`src/core/host_port_regs.svh`:
```
// timing constants for the host port and discrete i/o strobes
`ifndef HOST_PORT_REGS_SVH
`define HOST_PORT_REGS_SVH

`define CLK_FREQ_MHZ 25
`define CLK_PERIOD_NS (1000 / `CLK_FREQ_MHZ)
// least times round up, longest times round down
`define CYC_UP(ns) (((ns) + `CLK_PERIOD_NS - 1) / `CLK_PERIOD_NS)
`define CYC_DN(ns) ((ns) / `CLK_PERIOD_NS)

`define SYNC_LAT_CYC 2

`define IO_RD_MIN_NS 190
`define IO_RD_MAX_NS 210
`define IO_WR_MIN_NS 90
`define IO_WR_MAX_NS 110
`define CMD_MIN_NS 290
`define CMD_MAX_NS 310
`define IO_ADDR_SETUP_NS 50
`define IO_ADDR_HOLD_NS 50
`define CMD_WR_LEAD_NS 40
`define CMD_WR_TAIL_NS 100
`define CMD_RD_LEAD_NS 100
`define CMD_RD_TAIL_NS 100
`define VEC_ACK_MIN_NS 300
`define VEC_ACK_MAX_NS 400

`define IO_RD_CYC `CYC_UP(`IO_RD_MIN_NS)
`define IO_WR_CYC `CYC_UP(`IO_WR_MIN_NS)
`define CMD_CYC `CYC_UP(`CMD_MIN_NS)
`define IO_SETUP_CYC `CYC_UP(`IO_ADDR_SETUP_NS)
`define IO_HOLD_CYC `CYC_UP(`IO_ADDR_HOLD_NS)
`define CMD_WR_LEAD_CYC `CYC_UP(`CMD_WR_LEAD_NS)
`define CMD_WR_TAIL_CYC `CYC_UP(`CMD_WR_TAIL_NS)
`define CMD_RD_LEAD_CYC `CYC_UP(`CMD_RD_LEAD_NS)
`define CMD_RD_TAIL_CYC `CYC_UP(`CMD_RD_TAIL_NS)
// the input synchroniser already eats part of the delay
`define VEC_ACK_CYC (`CYC_UP(`VEC_ACK_MIN_NS) - `SYNC_LAT_CYC)

`endif

```
`src/core/host_port_pkg.sv`:
```
// types for the host port and discrete i/o strobe block
`default_nettype none
package host_port_pkg;

  typedef enum logic [1:0] {
    H_IDLE,
    H_MEM,
    H_VEC,
    H_ACK_END
  } host_state_t;

  typedef enum logic [1:0] {
    IO_IDLE,
    IO_SETUP,
    IO_STROBE,
    IO_HOLD
  } io_state_t;

  typedef struct packed {
    logic write;
    logic [1:0] byte_en;
    logic [13:0] addr;
    logic [15:0] wdata;
  } mem_req_t;

  typedef struct packed {
    logic write;
    logic cmd;
    logic [1:0] addr;
    logic [7:0] wdata;
  } io_req_t;

endpackage : host_port_pkg
`default_nettype wire

```
`src/core/host_io_port.sv`:
```
// host memory port, interrupt acknowledge chain and discrete i/o strobes
`timescale 1ns/100ps
`default_nettype none
`include "host_port_regs.svh"

module host_io_port (
  // clock and reset
  input wire logic clk_sys,
  input wire logic reset_n,
  // host bus pins
  input wire logic host_select_n,
  input wire logic host_read_n,
  input wire logic host_write_low_byte_n,
  input wire logic host_write_high_byte_n,
  input wire logic [14:1] host_addr,
  input wire logic [15:0] host_data_in,
  output logic [15:0] host_data_out,
  output logic host_data_oe,
  output logic transfer_ack_n_out,
  output logic transfer_ack_n_oe,
  // interrupt pins
  input wire logic interrupt_ack_n,
  input wire logic priority_chain_in_n,
  output logic priority_out_or_disconnect,
  output logic irq_n_out,
  output logic irq_n_oe,
  // discrete i/o pins
  output logic io_read_n,
  output logic io_write_n,
  output logic [2:1] io_addr,
  output logic command_strobe,
  input wire logic [7:0] discrete_data_in,
  output logic [7:0] discrete_data_out,
  output logic discrete_data_oe,
  // mode inputs from the terminal core
  input wire logic rt_mode,
  input wire logic chain_select_disconnect,
  input wire logic store_disconnected,
  // internal memory port
  output logic mem_req_valid,
  output host_port_pkg::mem_req_t mem_req,
  input wire logic mem_ack,
  input wire logic [15:0] mem_rdata,
  // vector fifo port
  input wire logic fifo_not_empty,
  input wire logic [7:0] fifo_vector,
  output logic fifo_pop,
  // discrete i/o request port
  input wire logic io_req_valid,
  input wire host_port_pkg::io_req_t io_req,
  output logic io_req_ready,
  output logic io_done,
  output logic [7:0] io_rdata
);

  localparam int SW = 44;

  function automatic int max2(input int a, input int b);
    max2 = (a > b) ? a : b;
  endfunction : max2

  function automatic logic [3:0] lead_cyc(input host_port_pkg::io_req_t r);
    int n;
    n = `IO_SETUP_CYC;
    if (r.cmd && r.write) begin
      n = max2(n, max2(`CMD_WR_LEAD_CYC, `CMD_CYC - `IO_WR_CYC - `CMD_WR_TAIL_CYC));
    end else if (r.cmd) begin
      n = max2(n, `CMD_RD_LEAD_CYC);
    end
    lead_cyc = 4'(n - 1);
  endfunction : lead_cyc

  function automatic logic [3:0] tail_cyc(input host_port_pkg::io_req_t r);
    int n;
    n = `IO_HOLD_CYC;
    if (r.cmd) begin
      n = max2(n, r.write ? `CMD_WR_TAIL_CYC : `CMD_RD_TAIL_CYC);
    end
    tail_cyc = 4'(n - 1);
  endfunction : tail_cyc

  // two-stage synchroniser on every pin input
  logic [SW-1:0] pins;
  logic [SW-1:0] sync1_reg;
  logic [SW-1:0] sync2_reg;
  assign pins = {host_select_n, host_read_n, host_write_low_byte_n,
                 host_write_high_byte_n, interrupt_ack_n, priority_chain_in_n,
                 host_addr, host_data_in, discrete_data_in};

  always_ff @(posedge clk_sys or negedge reset_n) begin
    if (!reset_n) begin
      sync1_reg <= {SW{1'b1}};
      sync2_reg <= {SW{1'b1}};
    end else begin
      sync1_reg <= pins;
      sync2_reg <= sync1_reg;
    end
  end

  logic sel_n_s, rd_n_s, wrl_n_s, wrh_n_s, inta_n_s, pin_n_s;
  logic [13:0] addr_s;
  logic [15:0] hdata_s;
  logic [7:0] ddata_s;
  assign {sel_n_s, rd_n_s, wrl_n_s, wrh_n_s, inta_n_s, pin_n_s,
          addr_s, hdata_s, ddata_s} = sync2_reg;

  // ---------------- discrete i/o sequencer ----------------
  host_port_pkg::io_state_t io_state_reg, io_state_next;
  logic [3:0] io_cnt_reg, io_cnt_next;
  host_port_pkg::io_req_t io_cur_reg, io_cur_next;
  logic [7:0] io_rdata_reg, io_rdata_next;
  logic io_done_reg, io_done_next;
  logic io_rd_n_reg, io_rd_n_next;
  logic io_wr_n_reg, io_wr_n_next;
  logic cmd_reg, cmd_next;
  logic ddata_oe_reg, ddata_oe_next;

  always_comb begin
    io_state_next = io_state_reg;
    io_cnt_next = io_cnt_reg;
    io_cur_next = io_cur_reg;
    io_rdata_next = io_rdata_reg;
    io_done_next = 1'b0;
    case (io_state_reg)
      host_port_pkg::IO_IDLE: begin
        if (io_req_valid) begin
          io_cur_next = io_req;
          io_cnt_next = lead_cyc(io_req);
          io_state_next = host_port_pkg::IO_SETUP;
        end
      end
      host_port_pkg::IO_SETUP: begin
        if (io_cnt_reg == 4'h0) begin
          io_cnt_next = io_cur_reg.write ? 4'(`IO_WR_CYC - 1) : 4'(`IO_RD_CYC - 1);
          io_state_next = host_port_pkg::IO_STROBE;
        end else begin
          io_cnt_next = io_cnt_reg - 4'h1;
        end
      end
      host_port_pkg::IO_STROBE: begin
        if (io_cnt_reg == 4'h0) begin
          if (!io_cur_reg.write) begin
            io_rdata_next = ddata_s;
          end
          io_cnt_next = tail_cyc(io_cur_reg);
          io_state_next = host_port_pkg::IO_HOLD;
        end else begin
          io_cnt_next = io_cnt_reg - 4'h1;
        end
      end
      host_port_pkg::IO_HOLD: begin
        if (io_cnt_reg == 4'h0) begin
          io_done_next = 1'b1;
          io_state_next = host_port_pkg::IO_IDLE;
        end else begin
          io_cnt_next = io_cnt_reg - 4'h1;
        end
      end
      default: begin
        io_state_next = host_port_pkg::IO_IDLE;
      end
    endcase
    io_rd_n_next = !(io_state_next == host_port_pkg::IO_STROBE && !io_cur_next.write);
    io_wr_n_next = !(io_state_next == host_port_pkg::IO_STROBE && io_cur_next.write);
    // command strobe over the whole sequence
    cmd_next = io_cur_next.cmd && io_state_next != host_port_pkg::IO_IDLE;
    ddata_oe_next = io_cur_next.write && io_state_next != host_port_pkg::IO_IDLE;
  end

  always_ff @(posedge clk_sys or negedge reset_n) begin
    if (!reset_n) begin
      io_state_reg <= host_port_pkg::IO_IDLE;
      io_cnt_reg <= 4'h0;
      io_cur_reg <= '0;
      io_rdata_reg <= 8'h00;
      io_done_reg <= 1'b0;
      io_rd_n_reg <= 1'b1;
      io_wr_n_reg <= 1'b1;
      cmd_reg <= 1'b0;
      ddata_oe_reg <= 1'b0;
    end else begin
      io_state_reg <= io_state_next;
      io_cnt_reg <= io_cnt_next;
      io_cur_reg <= io_cur_next;
      io_rdata_reg <= io_rdata_next;
      io_done_reg <= io_done_next;
      io_rd_n_reg <= io_rd_n_next;
      io_wr_n_reg <= io_wr_n_next;
      cmd_reg <= cmd_next;
      ddata_oe_reg <= ddata_oe_next;
    end
  end

  // ---------------- host cycle sequencer ----------------
  host_port_pkg::host_state_t h_state_reg, h_state_next;
  logic [3:0] h_cnt_reg, h_cnt_next;
  logic [4:0] prev_reg, prev_next;
  logic [13:0] addr_lat_reg, addr_lat_next;
  logic rd_cyc_reg, rd_cyc_next;
  logic [15:0] hdout_reg, hdout_next;
  logic ack_oe_reg, ack_oe_next;
  logic hd_oe_reg, hd_oe_next;
  logic mreq_v_reg, mreq_v_next;
  host_port_pkg::mem_req_t mreq_reg, mreq_next;
  logic pop_reg, pop_next;
  logic irq_reg, irq_next;
  logic sel_a, rd_a, wr_a, inta_a, sel_fall, acking;
  logic rd_end, wr_end;
  logic [13:0] addr_now;

  always_comb begin
    sel_a = !sel_n_s;
    rd_a = !rd_n_s;
    wr_a = !wrl_n_s || !wrh_n_s;
    inta_a = !inta_n_s;
    sel_fall = prev_reg[4] && sel_n_s == 1'b0;
    addr_now = sel_fall ? addr_s : addr_lat_reg;
    // read end on first rising strobe
    rd_end = !rd_a || !sel_a || (io_rd_n_reg && !prev_reg[1]);
    // write end on first rising strobe
    wr_end = !wr_a || !sel_a || (io_wr_n_reg && !prev_reg[0]);
    h_state_next = h_state_reg;
    h_cnt_next = h_cnt_reg;
    addr_lat_next = addr_now;
    rd_cyc_next = rd_cyc_reg;
    hdout_next = hdout_reg;
    mreq_v_next = mreq_v_reg;
    mreq_next = mreq_reg;
    pop_next = 1'b0;
    acking = 1'b0;
    case (h_state_reg)
      host_port_pkg::H_IDLE: begin
        if (sel_a && (rd_a || wr_a)) begin
          rd_cyc_next = rd_a;
          mreq_v_next = 1'b1;
          mreq_next = '{write: !rd_a, byte_en: {!wrh_n_s, !wrl_n_s},
                        addr: addr_now, wdata: hdata_s};
          h_state_next = host_port_pkg::H_MEM;
        end else if (!sel_a && inta_a && rd_a && rt_mode && !pin_n_s && fifo_not_empty) begin
          rd_cyc_next = 1'b1;
          pop_next = 1'b1;
          hdout_next = {fifo_vector, fifo_vector};
          // acknowledge delay from read and acknowledge
          h_cnt_next = 4'(`VEC_ACK_CYC - 1);
          h_state_next = host_port_pkg::H_VEC;
        end
      end
      host_port_pkg::H_MEM: begin
        // acknowledge waits on the memory answer
        if (mem_ack) begin
          mreq_v_next = 1'b0;
          if (rd_cyc_reg) begin
            hdout_next = mem_rdata;
          end
          h_state_next = host_port_pkg::H_ACK_END;
        end
      end
      host_port_pkg::H_VEC: begin
        if (!rd_a) begin
          h_state_next = host_port_pkg::H_ACK_END;
        end else if (h_cnt_reg == 4'h0) begin
          h_state_next = host_port_pkg::H_ACK_END;
        end else begin
          h_cnt_next = h_cnt_reg - 4'h1;
        end
      end
      host_port_pkg::H_ACK_END: begin
        // ack held until a memory cycle ends, for one clock only in a vector read
        acking = !(rd_cyc_reg ? rd_end : wr_end) && ack_oe_reg;
        if (!rd_a && !wr_a) begin
          h_state_next = host_port_pkg::H_IDLE;
        end
      end
      default: begin
        h_state_next = host_port_pkg::H_IDLE;
      end
    endcase
    // acknowledge released once a memory cycle ends, one clock after it rises in a vector read
    ack_oe_next = (h_state_next == host_port_pkg::H_ACK_END)
                  && (h_state_reg != host_port_pkg::H_ACK_END || acking)
                  && !(h_state_reg == host_port_pkg::H_VEC && !rd_a);
    // data driven only under host read
    hd_oe_next = ack_oe_next && rd_cyc_next && rd_a;
    // request held while fifo has entries and interrupt acknowledge is not active
    irq_next = fifo_not_empty && !inta_a;
    prev_next = {sel_n_s, rd_n_s, wr_a, io_rd_n_reg, io_wr_n_reg};
  end

  always_ff @(posedge clk_sys or negedge reset_n) begin
    if (!reset_n) begin
      h_state_reg <= host_port_pkg::H_IDLE;
      h_cnt_reg <= 4'h0;
      prev_reg <= 5'h1b;
      addr_lat_reg <= 14'h0000;
      rd_cyc_reg <= 1'b0;
      hdout_reg <= 16'h0000;
      ack_oe_reg <= 1'b0;
      hd_oe_reg <= 1'b0;
      mreq_v_reg <= 1'b0;
      mreq_reg <= '0;
      pop_reg <= 1'b0;
      irq_reg <= 1'b0;
    end else begin
      h_state_reg <= h_state_next;
      h_cnt_reg <= h_cnt_next;
      prev_reg <= prev_next;
      addr_lat_reg <= addr_lat_next;
      rd_cyc_reg <= rd_cyc_next;
      hdout_reg <= hdout_next;
      ack_oe_reg <= ack_oe_next;
      hd_oe_reg <= hd_oe_next;
      mreq_v_reg <= mreq_v_next;
      mreq_reg <= mreq_next;
      pop_reg <= pop_next;
      irq_reg <= irq_next;
    end
  end

  // store_disconnected when chain_select_disconnect is set, else high when requesting, else chain input
  assign priority_out_or_disconnect = chain_select_disconnect ? store_disconnected
                                      : (irq_reg || pin_n_s);

  assign host_data_out = hdout_reg;
  assign host_data_oe = hd_oe_reg;
  assign transfer_ack_n_out = 1'b0;
  assign transfer_ack_n_oe = ack_oe_reg;
  assign irq_n_out = 1'b0;
  assign irq_n_oe = irq_reg;
  assign io_read_n = io_rd_n_reg;
  assign io_write_n = io_wr_n_reg;
  assign io_addr = io_cur_reg.addr;
  assign command_strobe = cmd_reg;
  assign discrete_data_out = io_cur_reg.wdata;
  assign discrete_data_oe = ddata_oe_reg;
  assign mem_req_valid = mreq_v_reg;
  assign mem_req = mreq_reg;
  assign fifo_pop = pop_reg;
  assign io_req_ready = io_state_reg == host_port_pkg::IO_IDLE;
  assign io_done = io_done_reg;
  assign io_rdata = io_rdata_reg;

endmodule : host_io_port

`default_nettype wire

```
`config.mk`:
```
export PLATFORM = sky130hd
export DESIGN_NAME = host_io_port
export DESIGN_NICKNAME = d
export VERILOG_FILES = /design/src/core/host_port_pkg.sv /design/src/core/host_io_port.sv
export VERILOG_INCLUDE_DIRS = /design/src /design/src/core
export SDC_FILE = /design/constraint.sdc
export NUM_CORES = 1
export LEC_CHECK = 0
export ABC_AREA = 1
export BUFFER_PORTS_ARGS = -buffer_cell sky130_fd_sc_hd__clkbuf_2
export CAP_MARGIN = 0
export CORE_ASPECT_RATIO = 0.7
export CORE_MARGIN = 2
export CORE_UTILIZATION = 49
export CTS_BUF_LIST = sky130_fd_sc_hd__clkbuf_2 sky130_fd_sc_hd__clkbuf_4 sky130_fd_sc_hd__clkbuf_8
export CTS_CLUSTER_SIZE = 8
export DETAILED_ROUTE_END_ITERATION = 8
export PLACE_DENSITY = 0.72
export SYNTH_ARGS = -nofsm -noshare
export SYNTH_HDL_FRONTEND = slang
export SYNTH_SLANG_ARGS = --single-unit
```
`constraint.sdc`:
```
create_clock -name clk_sys -period 2.4 [get_ports clk_sys]
set_clock_uncertainty 0.1 [all_clocks]
set_input_delay 0.12 -clock clk_sys [delete_from_list [all_inputs] [get_ports clk_sys]]
set_output_delay 0.12 -clock clk_sys [all_outputs]
set_load 0.005 [all_outputs]
```
Word level (Yosys, flattened, before mapping). Cells that the tools add are included.

Register bits: 199. Input port bits: 88. Output and inout port bits: 81.

Add/subtract/negate cells: 4. Eq/ne operators: 18. Mux-type cells: 52. Bitwise operators: 2. Reductions and logical operators: 58.

Operators with widths (number): $mux 16 (4); $mux 4 (12); $pmux 16 s2 (1); $mux 12 (2); $logic_and 1x1->1 (22); $mux 2 (10); $ne 2x2->1 const B (10); $mux 1 (16); $pmux 2 s4 (2); $pmux 4 s4 (1); $logic_not 1->1 (14); $mux 14 (1); $eq 2x2->1 const B (6); $reduce_and 5->1 (2); $logic_not 4->1 (2); $logic_or 1x1->1 (8); $pmux 4 s2 (1); $sub 4x1->4 const B (2); $sub 4x2->4 const B (2); $reduce_and 2->1 (3); $reduce_and 3->1 (2); $reduce_bool 2->1 (3); $eq 2x1->1 const B (2); $logic_not 2->1 (2); other kinds (3) (4).

Depth between registers and ports, before layout. Gate-level depths: netlist of the first run.

Depth in word-level cells: 14. Gate-level depth with buffers: 11.

Least setup slack after synthesis of the first run. Ideal clock, no wire load.

Kind: register -> register. From: register sync2_reg[43]. To: register hdout_reg[12] (netlist: host_data_out[12]). Setup time: 0.117 ns. Arrival time: 1.289 ns. Required time: 2.183 ns. Path slack: 0.894 ns. Cell stages (with the launch flop): 9. Period minus slack after synthesis: 1.506 ns. Cell sequence: dfstp_2 > inv_2 > nor2_2 > nand4_2 > nand2_2 > nand3_4 > buf_6 > nand2_1 > o21ai_2.

Cells in the longest elaborated chain, start to end: 7.

RTL lines: start, declared (RTL line host_io_port.sv:85) `logic [SW-1:0] sync2_reg;`; start signal, assigned (RTL line host_io_port.sv:93) `sync2_reg <= {SW{1'b1}};`; start signal, assigned (RTL line host_io_port.sv:96) `sync2_reg <= sync1_reg;`; $logic_and 1x1->1 (5 in series) (RTL line host_io_port.sv:239) `end else if (!sel_a && inta_a && rd_a && rt_mode && !pin_n_s && fifo_not_empty) begin`; $ne 2x2->1 (no source line); $reduce_and 5->1 (no source line) (*); end signal, assigned (RTL line host_io_port.sv:309) `hdout_reg <= hdout_next;`; end, declared (RTL line host_io_port.sv:200) `logic [15:0] hdout_reg, hdout_next;`.

Mark *: on every way between the ends. The rest lies on a longest branch, timed or not. A chain may end at the register's enable or synchronous reset.

Worst setup path after layout of the first run.
From: register h_state_reg[1]. To: register hdout_reg[12] (netlist: host_data_out[12]).

Cells in the longest elaborated chain, start to end: 3.

RTL lines: start, declared (RTL line host_io_port.sv:195) `host_port_pkg::host_state_t h_state_reg, h_state_next;`; start signal, assigned (RTL line host_io_port.sv:291) `h_state_reg <= host_port_pkg::H_IDLE;`; start signal, assigned (RTL line host_io_port.sv:304) `h_state_reg <= h_state_next;`; $eq 2x1->1 / $logic_not 2->1 (equally long branches) (RTL line host_io_port.sv:231) `case (h_state_reg)`; $ne 2x2->1 (no source line) / $reduce_bool 2->1 (equally long branches); $reduce_and 5->1 (no source line).

Several ways; a longest one is shown, not always the timed one.

==> results of run 1 <==
==> cell families (layout without fill, tap and decap cells) <==
logic type	Yosys count	in the layout	synth area share (%)
mux	8	8	1.26
fa+ha+maj	2	2	0.349
buf+inv	83	351	5.70
xor+xnor	3	3	0.366
simple gates	291	291	17.0
other cells	1	2	0.0523
flops	197	197	70.3
compound gates	54	54	4.97
==> report_power, final <==
part,internal [µW],switching (µW)
combinational,1290,1590
sequential,4170,497
clock,990,1210
==> stage by stage <==
stage          util (%)  std cells  total power [µW]  setup slack (ns)
4_1_cts            67.2       1098              9820             0.308
2_1_floorplan         -        640              6350             0.894
3_5_place_dp       57.6        973              7370             0.501
5_1_grt            67.2       1098             10400             0.128
3_3_place_gp       57.6        973              7230             0.537
6_report           67.2       1098              9760             0.269
==> timing repair <==
item / CTS / global route
setup buffers: 0 / 0
endpoints found under the hold margin: 160 / 0
hold buffers: 93 / 0
==> worst paths after layout <==
kind / cells after the start / slack (ns) / end / startpoint
worst max register to register: 8 / 0.27 / host_data_out[12]$_DFFE_PN0P_ / h_state_reg[1]$_DFF_PN0_
worst min-delay path: 2 / 0.14 / io_addr[2]$_DFFE_PN0P_ / reset_n
worst max-delay path: 8 / 0.27 / host_data_out[12]$_DFFE_PN0P_ / h_state_reg[1]$_DFF_PN0_
max in group asynchronous: 3 / 1.24 / prev_reg[4]$_DFF_PN1_ / reset_n
min in group clk_sys: 2 / 0.18 / sync1_reg[8]$_DFF_PN1_ / host_data_in[0]
worst min register to register: 0 / 0.26 / sync2_reg[0]$_DFF_PN1_ / sync1_reg[0]$_DFF_PN1_
==> cell usage in the layout (no fill, tap or decap), types with 2 or more instances in the layout <==
cell type and count:
dfrtp_1 104, clkbuf_2 165, xnor2_1 3, a31oi_1 14, nand2_2 5, ha_1 2
nor2_4 2, conb_1 2, inv_6 4, o21ai_1 13, bufinv_16 2, dlygate4sd3_1 93
nor2_2 3, inv_8 3, o21ai_2 17, buf_12 2, inv_2 13, nand3_1 43
inv_1 38, clkbuf_8 19, nand2_1 195, buf_4 6, nor2_1 36, dfstp_2 93
mux2_1 8, clkinv_2 4, o21ai_0 4, nor3_1 3, a21oi_1 4
==> Yosys cell counts <==
| cell | instances | area [µm²] |
|---|---|---|
| nand2_1 | 195 | 732 |
| dfrtp_1 | 104 | 2600 |
| dfstp_2 | 93 | 2440 |
| nand3_1 | 43 | 215 |
| inv_1 | 38 | 143 |
| nor2_1 | 36 | 135 |
| o21ai_2 | 17 | 149 |
| buf_4 | 15 | 113 |
| a31oi_1 | 14 | 87.6 |
| inv_2 | 13 | 48.8 |
| o21ai_1 | 13 | 65.1 |
| buf_2 | 9 | 45.0 |
| mux2_1 | 8 | 90.1 |
| nand2_2 | 5 | 31.3 |
| a21oi_1 | 4 | 20.0 |
| buf_6 | 4 | 45.0 |
| o21ai_0 | 4 | 20.0 |
| nor2_2 | 3 | 18.8 |
| nor3_1 | 3 | 15.0 |
| xnor2_1 | 3 | 26.3 |
| clkbuf_1 | 2 | 7.51 |
| ha_1 | 2 | 25.0 |
| nor2_4 | 2 | 22.5 |
| a21boi_1 | 1 | 7.51 |
| buf_1 | 1 | 3.75 |
| clkinv_1 | 1 | 3.75 |
| conb_1 | 1 | 3.75 |
| nand3_2 | 1 | 10.0 |
| nand3_4 | 1 | 17.5 |
| nand4_2 | 1 | 12.5 |
| o31ai_1 | 1 | 7.51 |
| or2_2 | 1 | 6.26 |
==> final cells by class <==
| type | count | area, µm² | share of cell area [%] |
|---|---|---|---|
| tap | 190 | 238 | 2.51 |
| multi-input combinational | 360 | 1720 | 18.2 |
| clock inverter | 14 | 165 | 1.74 |
| timing repair buffer | 267 | 1860 | 19.6 |
| inverter | 52 | 195 | 2.06 |
| clock buffer | 18 | 248 | 2.62 |
| sequential | 197 | 5050 | 53.3 |
==> per-layer routing <==
metal	vias to the layer above	wire (µm)	global-route usage, %	share of wire [%]
li1	2505	-	-	-
met1	2542	6670	27.7	43
met2	188	7510	34.2	49
met3	21	973	5.11	6.3
met4	0	204	6.94	1.3
met5	-	0	0	0
==> metrics, run 1 <==
status finished, final reports clean; vias in the first global route 5229; CP bufs+invs 4; CTS Sinks 197; Post-Synthesis Cells ~640; Slew @ Worst Pin ~0.74 ns; GPL Wtd Cong 0.849; # rows 36; CP most frequent cell nand2_1; setup_tns 0 ns; crit start category register; Final ANT Viol Nets 0; post-synthesis register bit count 197; critical path's slowest cell dlygate4sd3_1; element type at the critical path end register; CTS tree yes; H-tree depth 4; PwrDens just over 1000 nW/µm²; RSZ-0062 raised after global routing no; first-pass iteration count of the detailed router 5; clock-pin slew on the worst setup and hold paths 0.10 ns; first-pass GRT wire length 25400 µm; Setup Crit Path Kind register to register; Routed WL per cell 14.0 µm; Starting Density 50.9%; Distinct cells, synth 32; Clk Latency, worst-skew pair 0.46 ns; clk buf depth 2; IO Port Bufs 166; antenna cell count 0; largest net degree at the start of global routing 81; CP Cell Sequence inv_2 > buf_4 > nand2_2 > nand2_1 > nand2_1 > dlygate4sd3_1 > inv_1 > o21ai_2; sequential share of the synthesized area a little over two thirds; Relative slew margins between 50% and 60%; Required @ worst endpoint ~2.6 ns; Post-CTS Resized 0; final wirelength 15400 µm; fin crit share between 80% and 90%; area of the die 15600 µm²; detailed placement HPWL between 9000 and 10000 µm; DRC 0; crit path time final 2.13 ns; max frequency 469 MHz; CP top delay family buffers and inverters; total CTS buffers 17; syn avg cell area between 10 and 15 µm²; clock root cell clkbuf_8; Global Route Usage Sum 20.9%; drt via density 4.79; NumNets Final about 990; Leakage 0.00482 µW; number of fillers in the final layout approximately 1100; initial antenna violation count 0; cell area after layout 9470 µm²; layout cells sized above 1 37.8%; drt initial violations between 200 and 300; hold crit path type input pin to async pin; Die Height 105 µm; IO Pins 169; Hold WS 0.140 ns; grt ovf 0; via count 5256; Die X 149 µm; area grow syn2layout 32.0%; Cell Area, Synth slightly above 7000 µm²; Max stage delay on crit path 0.56 ns; VDD IR max 504 µV; core area 14100 µm²; Placed Instance Area about 8100 µm²; Fin. Hold Viols 0; final slew viol count 0; final setup vio count 0; WP data arrival 2.36 ns; critical path fanouts, max 19; max_cap viols 0; Yosys warning count 0
Power figures use the tool's default switching activity.
==> run 2: changes to the inputs <==
==> constraint.sdc (replaced) <==
create_clock -name clk_sys -period 2.55 [get_ports clk_sys]
set_clock_uncertainty 0.1 [all_clocks]
set_input_delay 0.1275 -clock clk_sys [delete_from_list [all_inputs] [get_ports clk_sys]]
set_output_delay 0.1275 -clock clk_sys [all_outputs]
set_load 0.005 [all_outputs]
==> run 2 against run 1 <==
Effect of this change: sequential share of layout area shrank 0.23 points; global-route usage grew 0.14 points; design area grew 0.44%; flip-flop and latch count is the same; die area is the same; combinational power shrank 5%; critical path type unchanged.
==> metrics, run 2 (synthesized netlist as in run 1, its figures left out) <==
status finished, final reports clean; hold crit path type input pin to async pin; uppermost layer routed met4; Setup Crit Path Kind register to register; DRC 0; Post-CTS Resized 0; final setup vio count 0; Routed WL per cell 14.0 µm; worst reg2reg endpoint host_data_out[4]$_DFFE_PN0P_; CTS Sinks 197; crit start category register; first-pass iteration count of the detailed router 5; PwrDens 955 nW/µm²; DRT met1 WL between 6000 and 7000 µm; Starting Density 50.9%; clk buf depth 2; first-pass GRT wire length 25800 µm; area grow syn2layout 32.6%; clock root cell clkbuf_8; Post-CTS Setup Inserts 0; Final ANT Viol Nets 0; worst reg2reg startpoint h_state_reg[1]$_DFF_PN0_; Die Height 105 µm; Clk Latency, worst-skew pair between 0.4 and 0.5 ns; CTS tree yes; commonest non-fill, non-tap cells in the layout 195 x nand2_1, 165 x clkbuf_2, 104 x dfrtp_1; met3 WL 736 µm; WP data arrival 2.35 ns; max_cap viols 0; worst slack at placement 0.539 ns; final slew viol count 0; critical path fanouts, max 19; NumNets Final 991; # rows 36; cell area after layout roughly 9500 µm²; crit path time final 2.13 ns; largest net degree at the start of global routing 90; VDD IR max around 480 µV; drt initial violations 354; hold buffer count at CTS 102; antenna cell count 0; grt ovf 0; RSZ-0062 raised after global routing no; max frequency 470 MHz; Global Route Usage Sum 21.1%; fin crit share 83.4%; commonest non-fill, non-tap cell in the layout nand2_1; met2 WL between 7000 and 8000 µm; final wirelength 15500 µm; Reg2Reg Setup Slack ~0.42 ns; initial antenna violation count 0; area of the die roughly 16000 µm²; Placed Instance Area 8100 µm²; Fin. Hold Viols 0; Relative slew margins 50.5%; H-tree depth 4; setup_tns 0 ns; Leakage 0.00479 µW; GPL Wtd Cong slightly below 0.9; detailed placement HPWL 9670 µm; layout cells sized above 1 37.2%; final setup margin 0.423 ns; R2R cell count 8; clock-pin slew on the worst setup and hold paths 0.09 ns; drt via density ~4.8; vias in the first global route 5355; core area between 10000 and 15000 µm²; via count 5247; Required @ worst endpoint 2.78 ns; Die X roughly 150 µm; element type at the critical path end register; IO Port Bufs 166; Slew @ Worst Pin between 0.7 and 0.8 ns; total CTS buffers 17; IO Pins between 150 and 200
[run 2: changes by cell type in the layout (fill, tap and decap cells not counted)]
cell | before | now
clkbuf_4 | 0 | 3
clkinv_2 | 4 | 0
buf_4 | 6 | 3
dlygate4sd3_1 | 93 | 102
clkinv_4 | 0 | 2
bufinv_16 | 2 | 1
inv_8 | 3 | 1
clkinvlp_4 | 0 | 3
clkinv_8 | 1 | 0
[run 2: worst max path at each step]
stage	from	endpoint	slack (ns)	cells after the start
floorplan	sync2_reg[43]$_DFF_PN1_	host_data_out[12]$_DFFE_PN0P_	1.04	8
global placement	sync2_reg[43]$_DFF_PN1_	host_data_out[14]$_DFFE_PN0P_	0.66	7
detailed placement	sync2_reg[43]$_DFF_PN1_	host_data_out[11]$_DFFE_PN0P_	0.54	7
CTS	h_state_reg[1]$_DFF_PN0_	host_data_out[4]$_DFFE_PN0P_	0.48	8
global route	h_state_reg[1]$_DFF_PN0_	host_data_out[12]$_DFFE_PN0P_	0.34	8
finish	h_state_reg[1]$_DFF_PN0_	host_data_out[4]$_DFFE_PN0P_	0.42	8
[run 2: power by group]
part	leakage (µW)	switching [µW]	internal [µW]
clock network	0.000190	1070	854
logic	0.00233	1520	1230
registers	0.00227	481	3930
[run 2: routing by layer]
layer	GRT usage (%)	up-vias
met3	4.89	17
met2	34.1	148
met4	6.26	0
met1	28.8	2557
li1	-	2525
met5	0	-
[run 2: area by class of cell]
type	instances	area, µm²
clock buffers	21	270
clock inverters	11	116
well taps	190	238
flip-flops and latches	197	5050
inverters	52	195
multi-input cells	360	1720
fillers	1023	4590
repair buffers	273	1920
[run 2: metrics by stage]
| stage | power [µW] | hold slack [ns] | cells | util (%) |
|---|---|---|---|---|
| global route | 9720 | 0.159 | 1104 | 67.5 |
| global placement | 6790 | 0.114 | 970 | 57.5 |
| CTS | 9120 | 0.153 | 1104 | 67.5 |
| detailed placement | 6930 | 0.116 | 970 | 57.5 |
| finish | 9090 | 0.178 | 1104 | 67.5 |
| floorplan | 5980 | -0.268 | 640 | - |
[run 2: critical path: stages, from the launching register on]
cell,delay [ns]
dfrtp_1,0.43
inv_2,0.07
buf_4,0.25
nand2_2,0.21
nand2_1,0.18
nand2_1,0.06
dlygate4sd3_1,0.57
inv_1,0.09
o21ai_2,0.06
==> run 3: changes to the inputs <==
--- a/config.mk
+++ b/config.mk
@@ -15,7 +15,7 @@
 export CTS_BUF_LIST = sky130_fd_sc_hd__clkbuf_2 sky130_fd_sc_hd__clkbuf_4 sky130_fd_sc_hd__clkbuf_8
 export CTS_CLUSTER_SIZE = 8
 export DETAILED_ROUTE_END_ITERATION = 8
-export PLACE_DENSITY = 0.72
+export PLACE_DENSITY = 0.75
 export SYNTH_ARGS = -nofsm -noshare
 export SYNTH_HDL_FRONTEND = slang
 export SYNTH_SLANG_ARGS = --single-unit
==> constraint.sdc (replaced) <==
create_clock -name clk_sys -period 1.7 [get_ports clk_sys]
set_clock_uncertainty 0.1 [all_clocks]
set_input_delay 0.085 -clock clk_sys [delete_from_list [all_inputs] [get_ports clk_sys]]
set_output_delay 0.085 -clock clk_sys [all_outputs]
set_load 0.005 [all_outputs]
==> run 3 against run 2 <==
Effect of this change: sequential power is 49% higher; design area rose by 0.42%; largest cell class unchanged; largest power group unchanged; highest routed layer unchanged; combinational power rose by 47%; critical path type unchanged.
==> metrics, run 3 (synthesized netlist as in run 1, its figures left out) <==
status finished, final reports clean; CTS Sinks just under 200; Die X 149 µm; max frequency 622 MHz; detailed placement HPWL 9790 µm; core area 14100 µm²; RSZ-0062 raised after global routing yes; worst reg2reg startpoint io_cnt_reg[0]$_DFFE_PN0P_; final slew viol count 0; commonest non-fill, non-tap cells in the layout 193 x nand2_1, 165 x clkbuf_2, 104 x dfrtp_1; # rows 36; DRC 0; WP data arrival ~1.9 ns; Setup Crit Path Kind register to register; first-pass iteration count of the detailed router 5; H-tree depth 4; initial antenna violation count 1; crit start category register; Die Height 105 µm; via count about 5100; fin crit share 94.5%; area of the die around 16000 µm²; PwrDens 1430 nW/µm²; VDD IR max 806 µV; first-pass GRT wire length 25100 µm; CP Capture Point io_rdata[3]$_DFFE_PN0P_; Critical Path Start io_cnt_reg[0]$_DFFE_PN0P_; Clk Latency, worst-skew pair 0.46 ns; fin util about 68%; cell area after layout 9550 µm²; layout cells sized above 1 39.4%; Final ANT Viol Nets 0; IO Port Bufs 166; crit path time final 1.61 ns; grt ovf 0; NumNets Final 991; clock root cell clkbuf_8; element type at the critical path end register; largest net degree at the start of global routing 58; max_cap viols 0; clock-pin slew on the worst setup and hold paths 0.10 ns; final wirelength around 15000 µm; commonest non-fill, non-tap cell in the layout nand2_1; worst reg2reg endpoint io_rdata[3]$_DFFE_PN0P_; GPL Wtd Cong 0.859; Pwr Total ~14000 µW; drt initial violations approximately 280; Hold WS 0.0687 ns; vias in the first global route 5128; critical path fanouts, max 8; Fin. Hold Viols 0; IO Pins 169; area grow syn2layout 33.1%; Routed WL per cell roughly 14 µm; drt via density 4.61; Leakage 0.00486 µW; Reg2Reg Setup Slack slightly above 0.09 ns; CTS tree yes; final setup vio count 0; Global Route Usage Sum 20.5%; hold crit path type input pin to async pin; Required @ worst endpoint 1.94 ns; total CTS buffers 17; R2R cell count 6; clk buf depth 2; Placed Instance Area between 8000 and 9000 µm²; Starting Density approximately half
-- run 3: cell count changes in the layout (fill, tap and decap cells not counted), moves of 2 or more --
cell           previous run  this run
buf_4                     3        18
dlygate4sd3_1           102        85
inv_8                     1         3
nand2_1                 195       193
nand2_4                   0         3
-- run 3: critical path, stage by stage, from the launching register on --
cell,delay [ns]
dfrtp_1,0.42
inv_1,0.07
ha_1,0.19
nand2_2,0.12
nor2_4,0.15
nand2_4,0.11
mux2_1,0.33
-- run 3: worst min path at each step --
stage	from	to	slack, ns
after global placement	reset_n	discrete_data_out[7]$_DFFE_PN0P_	-0.02
after floorplan	reset_n	addr_lat_reg[0]$_DFF_PN0_	-0.31
after CTS	reset_n	discrete_data_out[7]$_DFFE_PN0P_	0.02
after detailed placement	reset_n	discrete_data_out[7]$_DFFE_PN0P_	-0.02
final	reset_n	discrete_data_out[7]$_DFFE_PN0P_	0.07
after global routing	reset_n	discrete_data_out[7]$_DFFE_PN0P_	0.07
-- run 3: area by class of cell --
cell class / instances / area, µm²
Sequential cell: 197 / 5050
Fill cell: 1051 / 4550
Timing Repair Buffer: 273 / 1900
Multi-Input combinational cell: 360 / 1760
Clock buffer: 19 / 249
Tap cell: 190 / 238
Inverter: 52 / 200
Clock inverter: 13 / 160
Antenna cell: 1 / 2.50
-- run 3: power breakdown --
part	switching [µW]	leakage, µW	internal (µW)	total, µW
registers	683	0.00227	5890	6570
clock network	1660	0.000201	1390	3050
logic	2260	0.00238	1780	4040
total	4600	0.00486	9060	13700
-- run 3: per-layer routing --
layer	vias to the layer above	track usage (%)	share of wire, %
met3	13	5.97	6.3
met2	157	32.2	47
met4	0	5.17	1.0
met5	-	0	0
li1	2522	-	-
met1	2405	28.4	46
-- run 3: per-stage QoR --
| stage | cells | TNS [ns] | setup WS [ns] |
|---|---|---|---|
| floorplan | 640 | 0 | 0.194 |
| global placement | 985 | 0 | 0.0664 |
| detailed placement | 985 | 0 | 0.0531 |
| CTS | 1102 | 0 | 0.0353 |
| global route | 1105 | -0.0115 | -0.00988 |
| finish | 1105 | 0 | 0.0932 |
-- run 3: repair_timing --
item                                    CTS  global route
hold endpoints to repair                205             0
endpoints found under the setup margin    0            52
gates resized for setup                   0            12
hold buffers                             85             0
setup buffers                             0             2
